===== config.mk =====
export PLATFORM = sky130hd
export DESIGN_NAME = bllfe_top
export DESIGN_NICKNAME = d
export VERILOG_FILES = /design/src/bllfe_pkg.sv /design/src/bllfe_top.sv
export SDC_FILE = /design/constraint.sdc
export NUM_CORES = 2
export LEC_CHECK = 0
export BUFFER_PORTS_ARGS = -buffer_cell sky130_fd_sc_hd__buf_2
export CORE_ASPECT_RATIO = 1.4
export CORE_MARGIN = 2
export CORE_UTILIZATION = 50
export DETAILED_ROUTE_END_ITERATION = 16
export PLACE_DENSITY = 0.77
export SYNTH_ARGS = -nofsm -noshare
export SYNTH_HDL_FRONTEND = slang
export SYNTH_SLANG_ARGS = --single-unit

===== constraint.sdc =====
create_clock -name clk -period 8 [get_ports clk]
set_input_delay 0.8 -clock clk [delete_from_list [all_inputs] [get_ports clk]]
set_output_delay 0.8 -clock clk [all_outputs]
set_load 0.005 [all_outputs]

===== src/bllfe_pkg.sv =====
// Constants and types of the boot loader link front end
package bllfe_pkg;
  // ----------------------------------------------------------
  // Timing
  // ----------------------------------------------------------
  localparam int CLK_PERIOD_NS = 10;
  localparam int NS_PER_MS     = 1000000;
  localparam int TICK_MS       = 5;
  localparam int TICK_CYC      = TICK_MS * NS_PER_MS / CLK_PERIOD_NS;
  localparam logic [7:0] IFT_DEFAULT = 8'h38;
  localparam logic [7:0] NAC_FOREVER = 8'hFF;

  // ----------------------------------------------------------
  // Frame and command layout
  // ----------------------------------------------------------
  localparam logic [7:0] NAD_BROADCAST  = 8'hFF;
  localparam logic [7:0] END_BLOCK_TYPE = 8'h7F;
  localparam int NAD_POS        = 0;
  localparam int TYPE_POS       = 1;
  localparam int TYPE_MSB       = 7;
  localparam int MIN_CMD_FRAME  = 2;
  localparam int HDR_BYTES      = 7;
  localparam int END_DATA_BYTES = 130;
  localparam int MAX_CMD_BYTES  = HDR_BYTES + END_DATA_BYTES;
  localparam int PASS_LEN       = 7;
  localparam int PASS_PAT_BYTES = 6;
  localparam logic [47:0] PASS1_PAT = 48'h4C494E504153;
  localparam logic [47:0] PASS2_PAT = 48'h424F4F544B59;

  // ----------------------------------------------------------
  // States
  // ----------------------------------------------------------
  typedef enum logic [1:0] {
    BLLFE_LK_WAIT1,
    BLLFE_LK_WAIT2,
    BLLFE_LK_OPEN
  } bllfe_lock_t;

  typedef enum logic [2:0] {
    BLLFE_S_HDR,
    BLLFE_S_END,
    BLLFE_S_CHECK,
    BLLFE_S_RUN,
    BLLFE_S_RESP
  } bllfe_cmd_t;
endpackage


===== src/bllfe_top.sv =====
// Boot loader link front end: unlock, collection, dispatch, timeouts
`timescale 1ns/100ps
module bllfe_top #(
  parameter int TICK_CYC  = bllfe_pkg::TICK_CYC,
  parameter int MAX_BYTES = bllfe_pkg::MAX_CMD_BYTES
) (
  input  wire logic       clk,
  input  wire logic       rst,
  input  wire logic       rx_valid,
  input  wire logic [7:0] rx_data,
  input  wire logic       rx_end,
  output logic            rx_ready,
  input  wire logic [7:0] nac_cfg,
  input  wire logic [7:0] ift_cfg,
  input  wire logic [7:0] node_addr,
  output logic            link_locked,
  output logic            nac_expired,
  output logic            frame_timeout,
  output logic            chk_req,
  input  wire logic       chk_valid,
  input  wire logic       chk_bounds_ok,
  input  wire logic       chk_prot_ok,
  input  wire logic       chk_mode_ok,
  output logic            run_req,
  input  wire logic       run_done,
  input  wire logic       run_ok,
  input  wire logic       run_is_read,
  input  wire logic       run_is_jump,
  output logic [7:0]      cmd_len,
  input  wire logic [7:0] rd_addr,
  output logic [7:0]      rd_data,
  output logic            resp_req,
  output logic            resp_is_data,
  output logic            resp_err,
  input  wire logic       resp_done
);
  localparam int PRE_W = $clog2(TICK_CYC);

  // ----------------------------------------------------------
  // Declarations
  // ----------------------------------------------------------
  logic [8:0]  fb_q [0:1];
  logic [8:0]  fb_d [0:1];
  logic        wp_q, wp_d, rp_q, rp_d;
  logic [1:0]  cnt_q, cnt_d;
  logic        rdy_q, rdy_d;
  logic        push, pop, accept;
  logic [7:0]  hd_data;
  logic        hd_end;

  logic [7:0]  mem_q [0:MAX_BYTES-1];
  logic        we;
  logic [7:0]  widx;
  logic [7:0]  wdat;
  logic [7:0]  pos_q, pos_d, sum_q, sum_d;
  logic        ovf_q, ovf_d, busy_q, busy_d;
  logic        fdone_q, fdone_d, fgood_q, fgood_d, fovf_q, fovf_d;
  logic [7:0]  flen_q, flen_d;
  logic [8:0]  idx;
  logic [8:0]  s9;

  bllfe_pkg::bllfe_lock_t lock_q, lock_d;
  logic [7:0]  nad_q, nad_d;
  logic        lkd_q, lkd_d, nexp_q, nexp_d, to_q, to_d;
  logic [PRE_W-1:0] pre_q, pre_d;
  logic [7:0]  unit_q, unit_d;
  logic        synced, act;
  logic [7:0]  lim;
  logic        p1, p2;

  bllfe_pkg::bllfe_cmd_t st_q, st_d;
  logic [7:0]  base_q, base_d, clen_q, clen_d, rdd_q, rdd_d;
  logic        chk_q, chk_d, run_q, run_d;
  logic        rsp_q, rsp_d, rdat_q, rdat_d, rerr_q, rerr_d;
  logic        addressed;
  logic [7:0]  mtype;
  logic [8:0]  tix;

  // Passphrase pattern check on the stored frame
  function automatic logic pat_ok(input logic [47:0] pat);
    logic r;
    r = 1'b1;
    for (int k = 1; k <= bllfe_pkg::PASS_PAT_BYTES; k++) begin
      if (mem_q[k] != pat[8*(bllfe_pkg::PASS_PAT_BYTES-k) +: 8]) begin
        r = 1'b0;
      end
    end
    return r;
  endfunction

  // ----------------------------------------------------------
  // Two-entry input buffer
  // ----------------------------------------------------------
  assign hd_data = fb_q[rp_q][7:0];
  assign hd_end  = fb_q[rp_q][8];
  assign push    = rx_valid && rdy_q;
  assign accept  = !fdone_q && (st_q == bllfe_pkg::BLLFE_S_HDR ||
                                st_q == bllfe_pkg::BLLFE_S_END);
  assign pop     = (cnt_q != 2'h0) && accept;

  always_comb begin
    fb_d  = fb_q;
    wp_d  = wp_q;
    rp_d  = rp_q;
    cnt_d = cnt_q;
    if (push) begin
      fb_d[wp_q] = {rx_end, rx_data};
      wp_d       = !wp_q;
    end
    if (pop) begin
      rp_d = !rp_q;
    end
    cnt_d = cnt_q + {1'b0, push} - {1'b0, pop};
    rdy_d = cnt_d < 2'h2;
  end

  always_ff @(posedge clk or posedge rst) begin
    if (rst) begin
      fb_q[0] <= 9'h000;
      fb_q[1] <= 9'h000;
      wp_q    <= 1'b0;
      rp_q    <= 1'b0;
      cnt_q   <= 2'h0;
      rdy_q   <= 1'b0;
    end else begin
      fb_q  <= fb_d;
      wp_q  <= wp_d;
      rp_q  <= rp_d;
      cnt_q <= cnt_d;
      rdy_q <= rdy_d;
    end
  end

  // ----------------------------------------------------------
  // Frame receiver and checksum
  // ----------------------------------------------------------
  always_comb begin
    pos_d   = pos_q;
    sum_d   = sum_q;
    ovf_d   = ovf_q;
    busy_d  = busy_q;
    fdone_d = 1'b0;
    fgood_d = fgood_q;
    fovf_d  = fovf_q;
    flen_d  = flen_q;
    we      = 1'b0;
    idx     = {1'b0, base_q} + {1'b0, pos_q};
    widx    = idx[7:0];
    wdat    = hd_data;
    s9      = {1'b0, sum_q} + {1'b0, hd_data};
    if (to_q) begin
      pos_d  = 8'h00;
      sum_d  = 8'h00;
      ovf_d  = 1'b0;
      busy_d = 1'b0;
      idx    = {1'b0, base_q};
      widx   = idx[7:0];
      s9     = {1'b0, hd_data};
    end
    if (pop) begin
      if (hd_end) begin
        fdone_d = 1'b1;
        fgood_d = (hd_data == ~sum_d);
        fovf_d  = ovf_d;
        flen_d  = pos_d;
        pos_d   = 8'h00;
        sum_d   = 8'h00;
        ovf_d   = 1'b0;
        busy_d  = 1'b0;
      end else begin
        sum_d  = s9[8] ? s9[7:0] + 8'h01 : s9[7:0];
        busy_d = 1'b1;
        if (idx < 9'(MAX_BYTES)) begin
          we = 1'b1;
        end else begin
          ovf_d = 1'b1;
        end
        if (pos_d != 8'hFF) begin
          pos_d = pos_d + 8'h01;
        end
      end
    end
  end

  always_ff @(posedge clk) begin
    if (we) begin
      mem_q[widx] <= wdat;
    end
  end

  always_ff @(posedge clk or posedge rst) begin
    if (rst) begin
      pos_q   <= 8'h00;
      sum_q   <= 8'h00;
      ovf_q   <= 1'b0;
      busy_q  <= 1'b0;
      fdone_q <= 1'b0;
      fgood_q <= 1'b0;
      fovf_q  <= 1'b0;
      flen_q  <= 8'h00;
    end else begin
      pos_q   <= pos_d;
      sum_q   <= sum_d;
      ovf_q   <= ovf_d;
      busy_q  <= busy_d;
      fdone_q <= fdone_d;
      fgood_q <= fgood_d;
      fovf_q  <= fovf_d;
      flen_q  <= flen_d;
    end
  end

  // ----------------------------------------------------------
  // Link lock and timers
  // ----------------------------------------------------------
  assign synced = (lock_q == bllfe_pkg::BLLFE_LK_OPEN);

  always_comb begin
    lock_d = lock_q;
    nad_d  = nad_q;
    nexp_d = nexp_q;
    to_d   = 1'b0;
    pre_d  = pre_q;
    unit_d = unit_q;
    // No-activity before sync, interframe inside frames after
    act = synced ? busy_q
                 : (nac_cfg != bllfe_pkg::NAC_FOREVER) && !nexp_q;
    lim = synced ? ift_cfg : nac_cfg;
    if (!act) begin
      pre_d  = '0;
      unit_d = 8'h00;
    end else if (pre_q == PRE_W'(TICK_CYC - 1)) begin
      pre_d  = '0;
      unit_d = unit_q + 8'h01;
      if ({1'b0, unit_q} + 9'h001 >= {1'b0, lim}) begin
        unit_d = 8'h00;
        if (synced) begin
          to_d = 1'b1;
        end else begin
          nexp_d = 1'b1;
        end
      end
    end else begin
      pre_d = pre_q + PRE_W'(1);
    end
    p1 = fgood_q && flen_q == 8'(bllfe_pkg::PASS_LEN) &&
         pat_ok(bllfe_pkg::PASS1_PAT);
    p2 = fgood_q && flen_q == 8'(bllfe_pkg::PASS_LEN) &&
         pat_ok(bllfe_pkg::PASS2_PAT) &&
         mem_q[bllfe_pkg::NAD_POS] == nad_q;
    // Locked frames are consumed here only, never answered
    if (fdone_q && !synced && !nexp_q) begin
      if (p1) begin
        lock_d = bllfe_pkg::BLLFE_LK_WAIT2;
        nad_d  = mem_q[bllfe_pkg::NAD_POS];
      end else if (lock_q == bllfe_pkg::BLLFE_LK_WAIT2 && p2) begin
        lock_d = bllfe_pkg::BLLFE_LK_OPEN;
      end else begin
        lock_d = bllfe_pkg::BLLFE_LK_WAIT1;
      end
    end
    lkd_d = (lock_d != bllfe_pkg::BLLFE_LK_OPEN);
  end

  always_ff @(posedge clk or posedge rst) begin
    if (rst) begin
      lock_q <= bllfe_pkg::BLLFE_LK_WAIT1;
      nad_q  <= 8'h00;
      lkd_q  <= 1'b1;
      nexp_q <= 1'b0;
      to_q   <= 1'b0;
      pre_q  <= '0;
      unit_q <= 8'h00;
    end else begin
      lock_q <= lock_d;
      nad_q  <= nad_d;
      lkd_q  <= lkd_d;
      nexp_q <= nexp_d;
      to_q   <= to_d;
      pre_q  <= pre_d;
      unit_q <= unit_d;
    end
  end

  // ----------------------------------------------------------
  // Command collection and dispatch
  // ----------------------------------------------------------
  // Address and type of the message that starts at base_q
  assign tix       = {1'b0, base_q} + 9'(bllfe_pkg::TYPE_POS);
  assign mtype     = (tix < 9'(MAX_BYTES)) ? mem_q[tix[7:0]] : 8'h00;
  assign addressed = (base_q < 8'(MAX_BYTES)) &&
                     (mem_q[base_q] == node_addr ||
                      mem_q[base_q] == bllfe_pkg::NAD_BROADCAST);

  always_comb begin
    st_d   = st_q;
    base_d = base_q;
    clen_d = clen_q;
    chk_d  = 1'b0;
    run_d  = 1'b0;
    rsp_d  = 1'b0;
    rdat_d = rdat_q;
    rerr_d = rerr_q;
    rdd_d  = (rd_addr < 8'(MAX_BYTES)) ? mem_q[rd_addr] : 8'h00;
    case (st_q)
      bllfe_pkg::BLLFE_S_HDR: begin
        if (fdone_q && synced && fgood_q && addressed) begin
          if (flen_q < 8'(bllfe_pkg::MIN_CMD_FRAME) ||
              mtype == bllfe_pkg::END_BLOCK_TYPE) begin
            st_d = bllfe_pkg::BLLFE_S_HDR;
          end else if (mtype[bllfe_pkg::TYPE_MSB]) begin
            clen_d = flen_q;
            chk_d  = 1'b1;
            st_d   = bllfe_pkg::BLLFE_S_CHECK;
          end else begin
            base_d = flen_q;
            st_d   = bllfe_pkg::BLLFE_S_END;
          end
        end
      end
      bllfe_pkg::BLLFE_S_END: begin
        if (fdone_q && fgood_q && addressed) begin
          if (flen_q >= 8'(bllfe_pkg::MIN_CMD_FRAME) &&
              mtype == bllfe_pkg::END_BLOCK_TYPE && !fovf_q) begin
            clen_d = base_q + flen_q;
            chk_d  = 1'b1;
            st_d   = bllfe_pkg::BLLFE_S_CHECK;
          end else begin
            base_d = 8'h00;
            st_d   = bllfe_pkg::BLLFE_S_HDR;
          end
        end
      end
      bllfe_pkg::BLLFE_S_CHECK: begin
        if (chk_valid) begin
          if (chk_bounds_ok && chk_prot_ok && chk_mode_ok) begin
            run_d = 1'b1;
            st_d  = bllfe_pkg::BLLFE_S_RUN;
          end else begin
            rsp_d  = 1'b1;
            rdat_d = 1'b0;
            rerr_d = 1'b1;
            st_d   = bllfe_pkg::BLLFE_S_RESP;
          end
        end
      end
      bllfe_pkg::BLLFE_S_RUN: begin
        if (run_done) begin
          if (run_ok && run_is_jump) begin
            base_d = 8'h00;
            st_d   = bllfe_pkg::BLLFE_S_HDR;
          end else begin
            rsp_d  = 1'b1;
            rdat_d = run_ok && run_is_read;
            rerr_d = !run_ok;
            st_d   = bllfe_pkg::BLLFE_S_RESP;
          end
        end
      end
      bllfe_pkg::BLLFE_S_RESP: begin
        if (resp_done) begin
          base_d = 8'h00;
          st_d   = bllfe_pkg::BLLFE_S_HDR;
        end
      end
      default: begin
        base_d = 8'h00;
        st_d   = bllfe_pkg::BLLFE_S_HDR;
      end
    endcase
  end

  always_ff @(posedge clk or posedge rst) begin
    if (rst) begin
      st_q   <= bllfe_pkg::BLLFE_S_HDR;
      base_q <= 8'h00;
      clen_q <= 8'h00;
      chk_q  <= 1'b0;
      run_q  <= 1'b0;
      rsp_q  <= 1'b0;
      rdat_q <= 1'b0;
      rerr_q <= 1'b0;
      rdd_q  <= 8'h00;
    end else begin
      st_q   <= st_d;
      base_q <= base_d;
      clen_q <= clen_d;
      chk_q  <= chk_d;
      run_q  <= run_d;
      rsp_q  <= rsp_d;
      rdat_q <= rdat_d;
      rerr_q <= rerr_d;
      rdd_q  <= rdd_d;
    end
  end

  // ----------------------------------------------------------
  // Outputs
  // ----------------------------------------------------------
  assign rx_ready      = rdy_q;
  assign link_locked   = lkd_q;
  assign nac_expired   = nexp_q;
  assign frame_timeout = to_q;
  assign chk_req       = chk_q;
  assign run_req       = run_q;
  assign cmd_len       = clen_q;
  assign rd_data       = rdd_q;
  assign resp_req      = rsp_q;
  assign resp_is_data  = rdat_q;
  assign resp_err      = rerr_q;
endmodule

* Word-level counts from Yosys, hierarchy flattened
Memory sizes are Yosys's and may differ from the RTL's. Cells that the tools add are included.
Storage, ports and cells: register bits 124, memory bits (writable) 1096, word-level logic and storage cells 255, memories kept 1
Cells by class: $add $sub $neg 11, order comparisons 11, eq/ne operators 42, multiplexer cells 109, bitwise logic cells 5, reductions and logical operators 46
Memories:
- mem_q | depth 137, bits a word 8, rd ports 10, clocked after memory_dff 0, write ports 1, line bllfe_top.sv:51 | logic [7:0] mem_q [0:MAX_BYTES-1];
Operators with widths (number):
- $mux 8 | 28
- $ne 8x7->1 const B | 12
- $mux 9 | 6
- $mux 1 | 51
- $pmux 8 s5 | 1
- $mux 19 | 2
- $add 8x1->8 const B | 3
- $eq 8x8->1 | 3
- $logic_and 1x1->1 | 24
- $ne 2x2->1 const B | 11
- $mux 3 | 7
- $add 19x1->19 const B | 1
- $eq 19x19->1 const B | 1
- $add 8x1->9 const B | 2
- $add 8x8->9 | 2
- $bwmux 18 | 1
- $lt 9x8->1 const B | 2
- $lt 8x8->1 const B | 2
- $ne 8x8->1 const B | 2
- $pmux 8 s2 | 1
- $pmux 3 s5 | 1
- $mux 2 | 6
- $reduce_and 5->1 | 2
- $demux 9 s1 | 1
- other kinds (30) | 52

* Longest topological paths before layout
An unclocked memory read counts as a cell.
depth in word-level cells 15, mapped depth 25, gate-level depth less buffers 15

* Least setup slack after synthesis
Ideal clock, no wire load.
kind register to register, from register base_q[0], to register clen_q[0], in the netlist cmd_len[0], library setup time 0.128 ns, arrival time 5.066 ns, required time 7.872 ns, setup slack 2.806 ns, cell stages (with the launch flop) 25, cell sequence dfrtp_1 -> buf_6 -> buf_12 -> buf_8 -> buf_8 -> clkinv_2 -> buf_2 -> buf_1 -> ha_1 -> buf_2 -> buf_2 -> buf_2 -> buf_2 -> nand3_1 -> o211ai_1 -> o21ai_0 -> mux4_2 -> a32oi_1 -> nand2_1 -> o211a_1 -> o41ai_1 -> a31oi_1 -> a21o_1 -> buf_2 -> mux2_1
On the way: cells in the longest elaborated chain, start to end 8
RTL lines:
- start: declaration | line bllfe_top.sv:72 | logic [7:0] base_q, base_d, clen_q, clen_d, rdd_q, rdd_d;
- start signal: assignment | line bllfe_top.sv:386 | base_q <= base_d;
- $add 8x1->9 | line bllfe_top.sv:289 | assign tix = {1'b0, base_q} + 9'(bllfe_pkg::TYPE_POS);
- $mem_v2 137x8 or $lt 9x8->1 (tied branches)
- $mux 8 | line bllfe_top.sv:290 | assign mtype = (tix < 9'(MAX_BYTES)) ? mem_q[tix[7:0]] : 8'h00;
- $eq 8x7->1 | line bllfe_top.sv:309, bllfe_top.sv:324
- $logic_and 1x1->1 | line bllfe_top.sv:323 | if (flen_q >= 8'(bllfe_pkg::MIN_CMD_FRAME) &&
- $logic_and 1x1->1 | line bllfe_top.sv:324 | mtype == bllfe_pkg::END_BLOCK_TYPE && !fovf_q) begin
- $ne 2x1->1 (no source line)
- $reduce_and 6->1 (no source line)
- end signal: assignment | line bllfe_top.sv:387 | clen_q <= clen_d;
- end: declaration | line bllfe_top.sv:72
Parallel ways exist; a longest one is shown, timed or not. The select of a mux whose other input is x is not followed. A chain may end at the register's enable or synchronous reset.

* Worst setup path after layout
from register base_q[2], to register clen_q[1], in the netlist cmd_len[1]
On the way: cells in the longest elaborated chain, start to end 8
RTL lines (line):
- $add 8x1->9 | bllfe_top.sv:289
- $mem_v2 137x8 or $lt 9x8->1 (tied branches)
- $mux 8 | bllfe_top.sv:290
- $eq 8x7->1 | bllfe_top.sv:309, bllfe_top.sv:324
- $logic_and 1x1->1 | bllfe_top.sv:323
- $logic_and 1x1->1 | bllfe_top.sv:324
- $ne 2x1->1 (no source line)
- $reduce_and 6->1 (no source line) (*)
Every way passes the cells marked *; elsewhere a longest branch is shown, timed or not.

==> summary.txt <==
Critical path
  – Reg2Reg Depth: 12
  – CP max FO: 27
  – Setup slack, reg-to-reg: 1.46 ns
  – Critical Path RT: 8.68 ns
  – Critical Path Source Type: register
  – Crit path kind: register to register
  – Crit end category: register
  – R2R Path Start: base_q[2]
  – Reg2reg end: cmd_len[1]
  – Critical path data arrival time: 7.22 ns

Logic synthesis
  – FFs w/ async S/R, synth: 9.718%
  – Area share of fa/ha/maj cells after synthesis: 0.7561%
  – Syn Area/Cell: ~15 sq um
  – Compound-gate portion of the synthesized area: 5.909%
  – Synth Register Bits: 1,276
  – Post-Synth Simple-Gate Area: 7.268%
  – Post-synthesis mux area share: between 20 and 30%
  – Library cells used by synthesis: 99
  – Register area share after synthesis: 52.01%
  – Post-synth EDFFs: around 1,200
  – Synth Warn #: 0
  – Synth Area in XOR/XNOR: 0.9719%
  – Cells after Synth: 4,740
  – Dominant synthesized flop cell: edfxtp_1
  – Mapped Area: 72,480 sq um
  – Largest family of logic cells by synthesized area: multiplexers

Finish
  – Layout fillers: 11,130
  – Post-Layout Cell Count: 6,781
  – Area growth syn-to-layout: 8.802%
  – Reg area: 37,710 sq um
  – Layout cells sized above 1: a little over a quarter
  – Layout Nets: 4,840
  – Area of the multi-input gates: 32,870 sq um

Global route
  – GR Overflow Total: 0
  – Total GRT Usage: between 30% and 40%
  – Vias in the first global route: 49,480
  – First-pass GRT wire length: 376,200 microns
  – Pin count of the biggest net entering global routing: 108
  – Antenna violations before repair: 29

Pwr
  – Leakage: 27.16 nW
  – Sw frac: 31.65%
  – Sequential Power Share: 47.4%
  – Internal power: around 0.013 W
  – Power per cell area: ~250 nW/um^2
  – Logic pwr share: a little over a fifth
  – Clock power frac: 30.9%
  – Max VDD drop: between 0.0005 and 0.0006 V
  – Net switching power: 0.006173 W

Place
  – GP Congestion: 1.071
  – Port buffer count: 77
  – Dpl cells: 6,544
  – DPL Wire Length: about 180,000 microns

Floorplanning
  – Die Area: around 150,000 sq um
  – I/O pin total: 78
  – CORE AREA: 144,100 sq um
  – Row count: approximately 170
  – Die H: around 450 microns
  – Die X: 325.8 microns
  – Starting density of the core: roughly half

Clock network
  – Post-cts sizing count: 0
  – TritonCTS clock tree: built
  – Num CTS Buffers: 113
  – H-tree Lvls: 3
  – Clock-pin transition on the worst setup and hold timing paths: 0.07 ns
  – Total setup buffers inserted after CTS: 0
  – Root Buffer: clkbuf_16
  – CTS sink count: 1,276
  – Hold buffer count at CTS: 0
  – Clk_lat worst skew: 0.81 ns
  – Clock Path Buffers: 3

STA
  – RSZ-0062 raised after global routing: false
  – Tmin final: 6.544 ns
  – Final Max Tran Viols: 20
  – Final Cycle Share: between 80% and 90%
  – Tightest Pin Transition: about 1.5 ns
  – Final Setup Violations: 0
  – Fin Setup TNS: 0 ns
  – FMAX: 152.8 MHz
  – Setup Skew: 0.04387 ns
  – Rel. slew slack: -3.179%
  – Final Hold Viols: 0

Status
  – Failing checks: capacitance limit, slew limit
  – Status: finished, violations left

Min path
  – Class of the worst hold path: primary input to async pin

Routing
  – DR vias/cell: 7.661
  – Post-Route WL: 268,600 microns
  – Antenna viol nets, final: 0
  – First-pass DRT Iterations: 9
  – DRT iter0 DRCs: 8,896
  – Routed vias: about 52,000
  – Routed WL per cell: 39.60 microns
  – Drc violations: 0

Job
  – Total of max-cap violations: 3
[cell type report]
class                   count  share of cell area (%)
inverters                  63                  0.3268
well taps                1920                   3.046
diodes                     18                 0.05712
repair buffers            197                   1.958
multi-input cells        3094                   41.68
flip-flops and latches   1276                   47.82
clock inverters            94                   1.466
clock buffers             119                   3.641
[metrics by stage]
stage          setup WS, ns  power [W]  utilization (%)  cell area [sq um]  hold WS [ns]
6_report              1.456    0.01950            54.73              78860        0.1201
5_1_grt               1.529    0.01987            54.70              78830        0.1620
4_1_cts               1.944    0.01927            54.62              78710        0.1325
3_5_place_dp          1.965    0.01340            51.83              74690        0.4641
3_3_place_gp          2.004    0.01329            51.83              74690        0.4606
2_1_floorplan         2.806    0.01159                -              72690        0.4469
[metal layers]
layer	GRT usage (%)	vias up	share of wire, %	wire [microns]
li1	-	19610	-	-
met1	39.68	25800	29	78900
met2	53.92	5054	44	117600
met3	14.89	1448	15	39690
met4	32.47	36	12	31910
met5	1.557	-	0.17	457
[worst max path at each step]
stage / slack, ns / to / from / cells after the start
after CTS: 1.94 / mem_q[112][5] / base_q[0] / 13
after detailed placement: 1.96 / mem_q[112][6] / base_q[0] / 13
after global placement: 2.00 / cmd_len[5] / base_q[0] / 14
final: 1.46 / cmd_len[1] / base_q[2] / 12
after global routing: 1.53 / mem_q[124][5] / base_q[0] / 13
after floorplan: 2.81 / cmd_len[0] / base_q[0] / 24
[cells by family (layout without fill, tap and decap cells)]
family / Yosys count / count (layout)
other cells: 1 / 74
fa+ha+maj: 42 / 42
flops: 1276 / 1276
xor+xnor: 77 / 77
compound gates: 625 / 625
buf+inv: 425 / 473
mux: 1165 / 1165
simple gates: 1129 / 1129
[worst max-delay path: stages (launching register included)]
cell and delay, ns:
dfrtp_4 0.77, buf_4 0.55, nand2_1 0.36, or3_1 0.49
xnor2_2 0.38, buf_4 0.34, nor2_1 0.76, o21ai_0 0.60
o211a_1 0.30, o41ai_1 0.87, a31oi_1 0.22, a21o_1 0.35
mux2_1 0.37
[synth_stat cells, drive strengths merged (29+ instances only)]
cell type | n | share of area (%)
a21oi | 75 | 0.52
edfxtp | 1152 | 48
nand2 | 383 | 2.0
a31oi | 41 | 0.35
xnor2 | 48 | 0.61
ha | 39 | 0.67
inv | 61 | 0.32
a22oi | 110 | 1.1
xor2 | 29 | 0.36
o22ai | 34 | 0.29
o21ai | 142 | 0.98
nor3 | 37 | 0.26
dfrtp | 123 | 4.2
mux2i | 304 | 4.2
nor2 | 256 | 1.3
mux2 | 67 | 1.0
nand3 | 229 | 1.6
mux4 | 794 | 25
clkbuf | 125 | 0.65
o211ai | 36 | 0.38
nand4 | 63 | 0.54
nor2b | 32 | 0.28
buf | 237 | 2.2
[cells in the final DEF (no fill, tap or decap), types with 34 or more instances in the layout]
cell,count
nand2_1,383
buf_2,73
nand3_1,228
conb_1,56
o21ai_0,133
o22ai_1,34
edfxtp_1,1152
mux2i_1,304
o211ai_1,35
inv_1,50
nor3_1,36
buf_4,98
nor2_1,253
nand4_1,63
ha_1,38
mux2_2,56
a21oi_1,75
a31oi_1,41
mux4_2,791
dfrtp_1,118
a22oi_1,109
clkbuf_16,114
xnor2_1,41
[power groups by stage]
stage / combinational (W) / sequential, W / clock (W)
6_report: 0.00423 / 0.00924 / 0.00603
5_1_grt: 0.00434 / 0.00927 / 0.00626
4_1_cts: 0.00402 / 0.00923 / 0.00602
3_5_place_dp: 0.00402 / 0.00937 / 0
3_3_place_gp: 0.00394 / 0.00935 / 0
2_1_floorplan: 0.00221 / 0.00938 / 0
[registers in the layout (all words and copies together), names as in the netlist, 2 cells and up]
name     count
mem_q     1152
lock_q       2
rd_data      8
nad_q        8
pos_q        8
sum_q        8
base_q       8
pre_q       19
flen_q       8
cmd_len      8
cnt_q        2
unit_q       8
fb_q        18
st_q         3
No activity file was read; power rests on OpenSTA's default activity.
